`src/core/macrocell_pkg.sv`:
```
// Shared constants and carrier types for the output cell register block
package macrocell_pkg;
	localparam int CELLS = 10;
	localparam int ADDR_W = 8;
	localparam int PAT_WORDS = 4;
	// Register byte offsets
	localparam logic [ADDR_W-1:0] OFS_POLARITY = 8'h00;
	localparam logic [ADDR_W-1:0] OFS_BYPASS = 8'h04;
	localparam logic [ADDR_W-1:0] OFS_OUT_EN = 8'h08;
	localparam logic [ADDR_W-1:0] OFS_SECURE = 8'h0C;
	localparam logic [ADDR_W-1:0] OFS_STATUS = 8'h10;
	localparam logic [ADDR_W-1:0] OFS_PATTERN = 8'h20;
	// Field positions
	localparam int SEC_FUSE_BIT = 0;
	localparam int ST_POR_DONE_BIT = 0;
	localparam int ST_PRELOAD_BIT = 1;
	localparam int ST_SECURE_BIT = 2;
	localparam int ST_CELL_LSB = 16;
	// Reset values
	localparam logic [CELLS-1:0] POLARITY_RST = 10'h000;
	localparam logic [CELLS-1:0] BYPASS_RST = 10'h000;
	localparam logic [CELLS-1:0] OUT_EN_RST = 10'h000;
	localparam logic [31:0] PATTERN_RST = 32'h0000_0000;
	// Reading a secured array returns the fully programmed pattern
	localparam logic [31:0] PATTERN_SECURED = 32'hFFFF_FFFF;
	localparam logic [1:0] RESP_OKAY = 2'h0;
	localparam logic [1:0] RESP_SLVERR = 2'h2;
	// Power-up reset time and its cycle count at 50 MHz
	localparam int CLK_PERIOD_NS = 20;
	localparam int POR_TIME_NS = 1000;
	localparam int POR_CYCLES = POR_TIME_NS / CLK_PERIOD_NS;
	localparam int POR_CNT_W = 6;

	typedef struct packed {
		logic awvalid;
		logic [ADDR_W-1:0] awaddr;
		logic wvalid;
		logic [31:0] wdata;
		logic [3:0] wstrb;
		logic bready;
		logic arvalid;
		logic [ADDR_W-1:0] araddr;
		logic rready;
	} axi_req_t;

	typedef struct packed {
		logic awready;
		logic wready;
		logic bvalid;
		logic [1:0] bresp;
		logic arready;
		logic rvalid;
		logic [31:0] rdata;
		logic [1:0] rresp;
	} axi_rsp_t;
endpackage

```
`src/core/macrocell_regs.sv`:
```
// Output cell flip-flops with set, clear, power-up reset, preload and AXI4-Lite control
//
// Overview of operation
// - Set and clear terms act on all cells
// - Set term loads ones at next edge
// - Clear term zeroes flip-flops without a clock
// - Pin shows stored value through polarity
// - Power-up clears every flip-flop to zero
// - Power-up reset ends within one microsecond
// - Secured array reads as fully programmed
// - Preload entry disables drivers, enables preload
// - Outputs never glitch; only delay grows
// - Cells capture only on rising clock edge
// - Polarity one active high, zero inverted
// - Bypass zero from cell flop, one from cell_next; the pin stage registers both
`timescale 1ns/1ps
module macrocell_regs
	import macrocell_pkg::*;
(
	input wire logic sys_clk,
	input wire logic rst,
	input wire axi_req_t axi_req,
	output axi_rsp_t axi_rsp,
	input wire logic [CELLS-1:0] cell_next,
	input wire logic sync_set_term,
	input wire logic async_clear_term,
	input wire logic preload_entry_level,
	input wire logic [CELLS-1:0] pin_in,
	output logic [CELLS-1:0] pin_out,
	output logic [CELLS-1:0] pin_oe,
	output logic [CELLS-1:0] feedback
);
	logic [CELLS-1:0] polarity_q;
	logic [CELLS-1:0] bypass_q;
	logic [CELLS-1:0] out_en_q;
	logic secure_q;
	logic [31:0] pattern_q [PAT_WORDS];
	logic [CELLS-1:0] cell_q;
	logic [CELLS-1:0] cell_d;
	logic [POR_CNT_W-1:0] por_cnt_q;
	logic por_done_q;
	logic aw_rdy_q;
	logic w_rdy_q;
	logic bvalid_q;
	logic [1:0] bresp_q;
	logic ar_rdy_q;
	logic rvalid_q;
	logic [31:0] rdata_q;
	logic [1:0] rresp_q;
	logic rd_pattern_q;
	logic [ADDR_W-1:0] awaddr_q;
	logic [31:0] wdata_q;
	logic [3:0] wstrb_q;
	logic [CELLS-1:0] pin_out_q;
	logic [CELLS-1:0] pin_oe_q;
	logic [CELLS-1:0] feedback_q;
	logic do_write;

	// Merge write data into an old value under byte strobes
	function automatic logic [31:0] apply_strb(input logic [31:0] old, input logic [31:0] data,
		input logic [3:0] strb);
		logic [31:0] res;
		res = old;
		for (int i = 0; i < 4; i++)
		begin
			if (strb[i])
				res[i*8 +: 8] = data[i*8 +: 8];
		end
		return res;
	endfunction

	// True when an address falls in the pattern window
	function automatic logic is_pattern(input logic [ADDR_W-1:0] a);
		return a[ADDR_W-1:4] == OFS_PATTERN[ADDR_W-1:4];
	endfunction

	// Store value that makes the pin show a given level under the polarity
	function automatic logic [CELLS-1:0] through_pol(input logic [CELLS-1:0] v, input logic [CELLS-1:0] pol);
		return v ^ ~pol;
	endfunction

	assign axi_rsp.awready = aw_rdy_q;
	assign axi_rsp.wready = w_rdy_q;
	assign axi_rsp.bvalid = bvalid_q;
	assign axi_rsp.bresp = bresp_q;
	assign axi_rsp.arready = ar_rdy_q;
	assign axi_rsp.rvalid = rvalid_q;
	assign axi_rsp.rdata = rdata_q;
	assign axi_rsp.rresp = rresp_q;
	assign pin_out = pin_out_q;
	assign pin_oe = pin_oe_q;
	assign feedback = feedback_q;

	////////////////////////////////////////////////////////////////////////////////
	// Power-up reset: cells held clear until the count runs out
	always_ff @(posedge sys_clk)
	begin
		if (rst)
		begin
			por_cnt_q <= '0;
			por_done_q <= 1'b0;
		end
		else if (!por_done_q)
		begin
			por_cnt_q <= por_cnt_q + 1'b1;
			por_done_q <= (por_cnt_q == POR_CNT_W'(POR_CYCLES - 1));
		end
	end

	////////////////////////////////////////////////////////////////////////////////
	// Next value of the shared cell register
	always_comb
	begin
		if (!por_done_q)
			cell_d = '0;
		else if (preload_entry_level)
			cell_d = through_pol(pin_in, polarity_q);
		else if (sync_set_term)
			cell_d = '1;
		else
			cell_d = cell_next;
	end

	// Clear term is asynchronous and outranks everything, set included
	always_ff @(posedge sys_clk or posedge async_clear_term)
	begin
		if (async_clear_term)
			cell_q <= '0;
		else if (rst)
			cell_q <= '0;
		else
			cell_q <= cell_d;
	end

	////////////////////////////////////////////////////////////////////////////////
	// Pin stage: registered so the pin never shows a half-resolved value
	always_ff @(posedge sys_clk)
	begin
		if (rst)
		begin
			pin_out_q <= '0;
			pin_oe_q <= '0;
			feedback_q <= '0;
		end
		else
		begin
			for (int i = 0; i < CELLS; i++)
			begin
				pin_out_q[i] <= bypass_q[i] ? (cell_next[i] ~^ polarity_q[i])
					: (cell_q[i] ~^ polarity_q[i]);
				feedback_q[i] <= bypass_q[i] ? pin_in[i] : ~cell_q[i];
			end
			pin_oe_q <= preload_entry_level ? '0 : out_en_q;
		end
	end

	////////////////////////////////////////////////////////////////////////////////
	// AXI4-Lite write channels, address and data taken in either order
	assign do_write = !aw_rdy_q && !w_rdy_q && !bvalid_q;

	always_ff @(posedge sys_clk)
	begin
		if (rst)
		begin
			aw_rdy_q <= 1'b1;
			w_rdy_q <= 1'b1;
			bvalid_q <= 1'b0;
			bresp_q <= RESP_OKAY;
			awaddr_q <= '0;
			wdata_q <= '0;
			wstrb_q <= '0;
		end
		else
		begin
			if (aw_rdy_q && axi_req.awvalid)
			begin
				aw_rdy_q <= 1'b0;
				awaddr_q <= axi_req.awaddr;
			end
			if (w_rdy_q && axi_req.wvalid)
			begin
				w_rdy_q <= 1'b0;
				wdata_q <= axi_req.wdata;
				wstrb_q <= axi_req.wstrb;
			end
			if (do_write)
			begin
				bvalid_q <= 1'b1;
				bresp_q <= (is_pattern(awaddr_q) || awaddr_q == OFS_POLARITY || awaddr_q == OFS_BYPASS
					|| awaddr_q == OFS_OUT_EN || awaddr_q == OFS_SECURE || awaddr_q == OFS_STATUS)
					? RESP_OKAY : RESP_SLVERR;
			end
			if (bvalid_q && axi_req.bready)
			begin
				bvalid_q <= 1'b0;
				aw_rdy_q <= 1'b1;
				w_rdy_q <= 1'b1;
			end
		end
	end

	// Configuration registers; the security fuse is set by a write and cleared only by rst
	always_ff @(posedge sys_clk)
	begin
		if (rst)
		begin
			polarity_q <= POLARITY_RST;
			bypass_q <= BYPASS_RST;
			out_en_q <= OUT_EN_RST;
			secure_q <= 1'b0;
			for (int i = 0; i < PAT_WORDS; i++)
				pattern_q[i] <= PATTERN_RST;
		end
		else if (do_write)
		begin
			if (awaddr_q == OFS_POLARITY)
				polarity_q <= CELLS'(apply_strb(32'(polarity_q), wdata_q, wstrb_q));
			if (awaddr_q == OFS_BYPASS)
				bypass_q <= CELLS'(apply_strb(32'(bypass_q), wdata_q, wstrb_q));
			if (awaddr_q == OFS_OUT_EN)
				out_en_q <= CELLS'(apply_strb(32'(out_en_q), wdata_q, wstrb_q));
			if (awaddr_q == OFS_SECURE && wstrb_q[0] && wdata_q[SEC_FUSE_BIT])
				secure_q <= 1'b1;
			if (is_pattern(awaddr_q))
				pattern_q[awaddr_q[3:2]] <= apply_strb(pattern_q[awaddr_q[3:2]], wdata_q, wstrb_q);
		end
	end

	////////////////////////////////////////////////////////////////////////////////
	// AXI4-Lite read: answer one cycle after the address is taken
	always_ff @(posedge sys_clk)
	begin
		if (rst)
		begin
			ar_rdy_q <= 1'b1;
			rvalid_q <= 1'b0;
			rdata_q <= '0;
			rresp_q <= RESP_OKAY;
			rd_pattern_q <= 1'b0;
		end
		else if (ar_rdy_q && axi_req.arvalid)
		begin
			ar_rdy_q <= 1'b0;
			rvalid_q <= 1'b1;
			rresp_q <= RESP_OKAY;
			rd_pattern_q <= is_pattern(axi_req.araddr);
			rdata_q <= '0;
			if (is_pattern(axi_req.araddr))
				rdata_q <= secure_q ? PATTERN_SECURED : pattern_q[axi_req.araddr[3:2]];
			else if (axi_req.araddr == OFS_POLARITY)
				rdata_q <= 32'(polarity_q);
			else if (axi_req.araddr == OFS_BYPASS)
				rdata_q <= 32'(bypass_q);
			else if (axi_req.araddr == OFS_OUT_EN)
				rdata_q <= 32'(out_en_q);
			else if (axi_req.araddr == OFS_SECURE)
				rdata_q[SEC_FUSE_BIT] <= secure_q;
			else if (axi_req.araddr == OFS_STATUS)
			begin
				rdata_q[ST_POR_DONE_BIT] <= por_done_q;
				rdata_q[ST_PRELOAD_BIT] <= preload_entry_level;
				rdata_q[ST_SECURE_BIT] <= secure_q;
				rdata_q[ST_CELL_LSB +: CELLS] <= cell_q;
			end
			else
				rresp_q <= RESP_SLVERR;
		end
		else if (rvalid_q && axi_req.rready)
		begin
			rvalid_q <= 1'b0;
			ar_rdy_q <= 1'b1;
		end
	end

	////////////////////////////////////////////////////////////////////////////////
	// Checks on the cell register and its surroundings
	a_clear_forces_zero: assert property (@(posedge sys_clk) disable iff (rst)
		async_clear_term |-> cell_q == '0) else $error("cells not zero under clear");
	a_set_loads_ones: assert property (@(posedge sys_clk) disable iff (rst)
		por_done_q && !preload_entry_level && sync_set_term && !async_clear_term
		|=> (cell_q == '1 || async_clear_term)) else $error("set term did not load ones");
	a_clear_beats_set: assert property (@(posedge sys_clk) disable iff (rst)
		sync_set_term && async_clear_term |-> cell_q == '0) else $error("set won over clear");
	a_pin_polarity: assert property (@(posedge sys_clk) disable iff (rst)
		!$past(rst) |-> ((pin_out_q ^ ($past(cell_q) ^ ~$past(polarity_q))) & ~$past(bypass_q)) == '0)
		else $error("pin level not stored value through polarity");
	a_por_holds_clear: assert property (@(posedge sys_clk) disable iff (rst)
		!por_done_q |-> (cell_q == '0) && (por_cnt_q < POR_CNT_W'(POR_CYCLES)))
		else $error("cells changed during power-up reset");
	a_por_length: assert property (@(posedge sys_clk) disable iff (rst)
		$rose(por_done_q) |-> por_cnt_q == POR_CNT_W'(POR_CYCLES)) else $error("power-up reset length wrong");
	a_secure_readback: assert property (@(posedge sys_clk) disable iff (rst)
		rvalid_q && rd_pattern_q && $past(secure_q) && !$past(rvalid_q) |-> rdata_q == PATTERN_SECURED)
		else $error("secured array read leaked pattern");
	a_preload_drivers_off: assert property (@(posedge sys_clk) disable iff (rst)
		preload_entry_level |=> pin_oe_q == '0) else $error("drivers active during preload");
	a_preload_loads_pins: assert property (@(posedge sys_clk) disable iff (rst)
		por_done_q && preload_entry_level && !async_clear_term
		|=> (cell_q == ($past(pin_in) ^ ~$past(polarity_q)) || async_clear_term))
		else $error("preload did not load pin levels");
	a_comb_feedback: assert property (@(posedge sys_clk) disable iff (rst)
		!$past(rst) |-> ((feedback_q ^ $past(pin_in)) & $past(bypass_q)) == '0)
		else $error("bypass feedback not from pin");
endmodule

```
`config.mk`:
```
export PLATFORM = sky130hd
export DESIGN_NAME = macrocell_regs
export DESIGN_NICKNAME = d
export VERILOG_FILES = /design/src/core/macrocell_pkg.sv /design/src/core/macrocell_regs.sv
export SDC_FILE = /design/constraint.sdc
export NUM_CORES = 1
export LEC_CHECK = 0
export ABC_AREA = 1
export BUFFER_PORTS_ARGS = -buffer_cell sky130_fd_sc_hd__clkbuf_2
export CAP_MARGIN = 5
export CORE_MARGIN = 1.5
export CORE_UTILIZATION = 50
export DETAILED_ROUTE_END_ITERATION = 7
export GPL_TIMING_DRIVEN = 0
export PLACE_DENSITY = 0.7
export SYNTH_ARGS = -nofsm -noshare
export SYNTH_HDL_FRONTEND = slang
export SYNTH_SLANG_ARGS = --single-unit
```
`constraint.sdc`:
```
create_clock -name sys_clk -period 3.5 [get_ports sys_clk]
set_input_delay 0 -clock sys_clk [delete_from_list [all_inputs] [get_ports sys_clk]]
set_output_delay 0 -clock sys_clk [all_outputs]
set_load 0.02 [all_outputs]
```
* Word level (Yosys, flattened, before mapping)
Memory sizes are Yosys's and may differ from the RTL's.
Index checks and enable logic that the tools add are counted.
W data, S select, Z words.
** Cells by class
- Muxes and demuxes :: 73
- Bitwise operators :: 32
- Eq/ne operators :: 15
- $add $sub $neg :: 1
- Reduce and logical (&&, ||, !) cells :: 34
** Operators by type and width (number)
- $mux W8 :: 16
- $mux W32 :: 3
- $mux W10 :: 7
- $mux W26 :: 2
- $eq A8 B4 Y1 const B :: 4
- $mux W1 :: 32
- $reduce_or A32 Y1 :: 1
- $xnor A1 B1 Y1 :: 20
- $mux W2 :: 9
- $reduce_and A3 Y1 :: 6
- $eq A8 B3 Y1 const B :: 2
- $eq A8 B5 Y1 const B :: 2
- $logic_not A8 Y1 :: 2
- $ne A4 B4 Y1 const B :: 4
- $not A1 Y1 :: 10
- $not A10 Y10 :: 1
- $reduce_and A2 Y1 :: 5
- $xor A10 B10 Y10 :: 1
- $logic_and A1 B1 Y1 :: 9
- $eq A4 B2 Y1 const B :: 2
- $mux W7 :: 1
- $add A6 B1 Y6 const B :: 1
- $eq A6 B6 Y1 const B :: 1
- $mux W3 :: 2
- 5 further kinds :: 12
** Storage, ports and cells
- Bits in registers :: 163
- Memories :: 1
- Memory bits (writable) :: 128
- Input bits :: 82
- Output and inout bits :: 71
** Memory list
- pattern_q :: words 4, bits a word 32, rd ports 1, clocked after memory_dff 0, wr ports 4, line macrocell_regs.sv:37 : logic [31:0] pattern_q [PAT_WORDS];

* Depth between registers and ports, before layout
- Word-level depth :: 9
- Depth in mapped cells :: 10
- Gate-level depth less buffers :: 9

* Worst setup path before layout
Ideal clock, no wire load.
- Kind :: reg2reg
- From :: register aw_rdy_q
- To :: memory pattern_q[3][10], enable pin
- Setup slack :: 1.648 ns
- Data arrival time :: 1.476 ns
- Period minus slack after synthesis :: 1.852 ns
- Cell stages (with the launch flop) :: 9
- Required time :: 3.125 ns
- Cells stage by stage :: dfxtp_1 > inv_2 > nand3_4 > inv_4 > nand2_2 > nor2_4 > nor2_4 > nand2_8 > a21oi_1
** RTL lines
- start, declared :: line macrocell_regs.sv:42 : logic aw_rdy_q;
- start signal, assigned :: line macrocell_regs.sv:165 : aw_rdy_q <= 1'b1;
- start signal, assigned :: line macrocell_regs.sv:177 : aw_rdy_q <= 1'b0;
- start signal, assigned :: line macrocell_regs.sv:196 : aw_rdy_q <= 1'b1;
- end, declared :: line macrocell_regs.sv:37

==> impl_metrics.toml <==
[outcome]
run_status = "complete, no violations"

[route]
antenna_violation_net_count_after_detailed_routing = 0
met1Wirelength_um = 14400
wl_per_cell_um = 17.5
dr.first_iter.drc_count = 1016
met3_length_um = 3110
route.top_layer_used = "met4"
finalWirelength_um = 33900
detail_route.drc_violations = 0
met2_length_um = 15600
num_vias = 10200
drt-pass1-iter-count = 6
avgViaCountPerCell = 5.28

[sta]
final_max_slew_viol_count = 0
final.hold.worst_slack_ps = 63.8
maxSlewHeadroom_pct = 31.1
fin_skew_ps = 12.1
highest_clock_rate_mhz = 435
hold_viol = 0
layout_min_cycle_time_ps = 2300
final_min_period_over_clock_period_pct = 65.7
finalSetupViolCount = 0
worst_slew_pin_tran_ps = 1030
final_total_negative_setup_slack_ps = 0
rsz_0062_raised_after_global_routing = "false"

[global_routing]
gr-usage-all-layers_pct = 26.5
grt_pass1_vias = 9654
grt_start_max_net_pins = 15
grt_overflow = 0
global_route_wire_length_before_repair_um = 52400
grt_antenna_before_repair = 0

[cells_and_area]
n_antenna_cell = 0
multi_input_comb_area_um2 = 4310
layout.cell_area.non_filler_um2 = 15200
final-seq-area_um2 = 7120
share_of_post_route_cells_with_drive_strength_above_1_pct = 18.1
layout-area-overhead-vs-synth_pct = 24.1
final_cell_count_no_fill = 1941
nFillCells = 2026
fin_util_pct = 62.9
number_of_nets_at_the_end_of_the_flow = 1678

[synth]
postSynthRegisterBits = 289
post_synth_most_frequent_cells = "nor2_1, nand2_1, dfxtp_1"
synth_top_area_share_pct = 31.4
synth_enable_flop_cells = 128
yosysUniqueCellTypes = 38
synth_async_sr_flop_share_pct = 3.46
most_area_consuming_cells_after_synthesis = "edfxtp_1, dfxtp_1, nor2_1, nand2_1, a21oi_1"
synthesis.area_um2 = 12300
synth_top_area_cell = "edfxtp_1"
yosys.cell_count.top_type = "nor2_1"
ys_dominant_reg_cell = "dfxtp_1"
synth.yosys.warnings = 0
synthesis.instances = 1334
sequential_fraction_of_the_synthesis_area_pct = 58.1
syn-mean-instance-area_um2 = 9.18

[placed_design]
placed_area_um2 = 13400
io_buf_count = 149
finalWeightedCongestion = 0.912
dp.final_hpwl_um = 24800
dpl.cell_count = 1808

[critical_path]
timing.setup.critical_path_class = "flip-flop to flip-flop"
endpoint_kind = "flip-flop"
cp.required_ps = 3670
cp-start-kind = "flip-flop"
ff2ff_setup_slack_ps = 1200
critPathMaxFanout = 8
arr_time_crit_path_ps = 2470
critical_path.reg2reg.endpoint = "pattern_q[3][15]"
worst-r2r-cell-count = 8
worstReg2RegStart = "aw_rdy_q"

[power_and_ir_drop]
power.density_nw_per_um2 = 502
power_frac_seq_pct = 48.3
net-switching-power_mw = 1.81
clockPowerShare_pct = 42.9
p_sw_share_pct = 23.7
comb_power_share_pct = 8.8
max-vdd-ir-drop_uv = 362
leakage_nw = 6.06
internal_power_mw = 5.83

[clock_network]
clk_transition_reported_paths_ps = 60
clockRootBuffer = "clkbuf_16"
clock_insertion_delay_worst_skew_ps = 560
post_cts.repair.setup_buffers = 0
cts_buffers = 29
htree_levels = 1
cts-resized-gates = 0
maximum_clock_insertion_buffer_count = 3
tritoncts = "done"
cts.sink_count = 289

[worst_hold_path]
timing.hold.worst_path_depth = 7
worst_hold_path_endpoint = "rdata_q[1]"
hold_path_startpoint = "preload_entry_level"
timing.hold.worst.class = "input pin to flip-flop"

[floorplanning]
fp.dieArea_um2 = 25500
die_extent_in_x_um = 160
ios = 153
die_h_um = 160
fp-row-count = 57
initial_utilization_pct = 50.7
design.core.area_um2 = 24200

[job]
maxCapViolations = 0
what timing repair did:
item,CTS,global route
endpoints found under the hold margin,97,0
hold buffers,79,0
endpoints found under the setup margin,0,0
worst max-delay path, stage by stage, from the launching register on:
cell     delay (ps)
dfxtp_1         370
inv_2            60
nand3_4         100
inv_4            60
nand2_2         160
nor2_4           90
nor2_4          140
nand2_8         120
a21oi_1         810
how the worst max path moves through the flow:
stage                         from               end  slack, ps  depth (start not counted)
after global placement    aw_rdy_q  pattern_q[3][13]       1240                          8
after CTS                 aw_rdy_q  pattern_q[3][15]       1180                          8
after detailed placement  aw_rdy_q  pattern_q[3][13]       1200                          8
final                     aw_rdy_q  pattern_q[3][15]       1200                          8
after global routing      aw_rdy_q  pattern_q[3][13]       1030                          8
after floorplan           aw_rdy_q  pattern_q[3][10]       1650                          8
registers in the layout (all words and copies together) (netlist names), 4 cells and up:
signal      cells
pattern_q     128
rdata_q        32
wdata_q        32
bypass_q       10
cell_q         10
feedback       10
out_en_q       10
pin_oe         10
pin_out        10
polarity_q     10
awaddr_q        8
por_cnt_q       6
wstrb_q         4
stage by stage:
stage / power (mW) / setup slack (ps)
floorplan: 4.13 / 1650
global placement: 4.35 / 1240
detailed placement: 4.36 / 1200
CTS: 7.65 / 1180
global route: 7.86 / 1030
finish: 7.64 / 1200
metal layers:
metal / vias up / track usage (%)
li1: 4980 / -
met2: 467 / 43.5
met4: 0 / 7.72
met1: 4732 / 36.1
met5: - / 0
met3: 66 / 4.56
kinds of logic (layout without fill, tap and decap cells):
group	Yosys count	count (layout)	synth area share, %
simple gates	557	557	22.3
compound gates	296	296	12.6
flops	289	289	58.1
buf+inv	188	470	6.80
fa+ha+maj	2	2	0.204
other cells	1	2	0.0306
xor+xnor	1	1	0.0715
power groups by stage:
stage	logic, mW	clock network (mW)	registers (mW)
6_report	0.671	3.28	3.69
5_1_grt	0.733	3.43	3.70
4_1_cts	0.667	3.30	3.69
3_5_place_dp	0.599	0	3.76
3_3_place_gp	0.590	0	3.76
2_1_floorplan	0.346	0	3.78
cells in the final DEF, fill, tap and decap left out, types with 19 or more instances in the layout:
cell and instances:
a21oi_1 145, a22oi_1 19, clkbuf_1 44, clkbuf_16 30, clkbuf_2 151, dfxtp_1 151, dlygate4sd3_1 79, edfxtp_1 128
inv_1 108, nand2_1 198, nand3_1 37, nand4_1 30, nor2_1 213, nor2_4 37, nor3_1 19, o21ai_0 127
cell type report:
cell class / instances / area share [%]
sequential: 289 / 46.8
multi-input combinational: 858 / 28.3
timing repair buffer: 228 / 10.1
clock buffer: 41 / 5.51
inverter: 121 / 3.05
tap: 324 / 2.67
buffer: 67 / 2.43
clock inverter: 13 / 1.14
(Power assumes the default switching activity.)
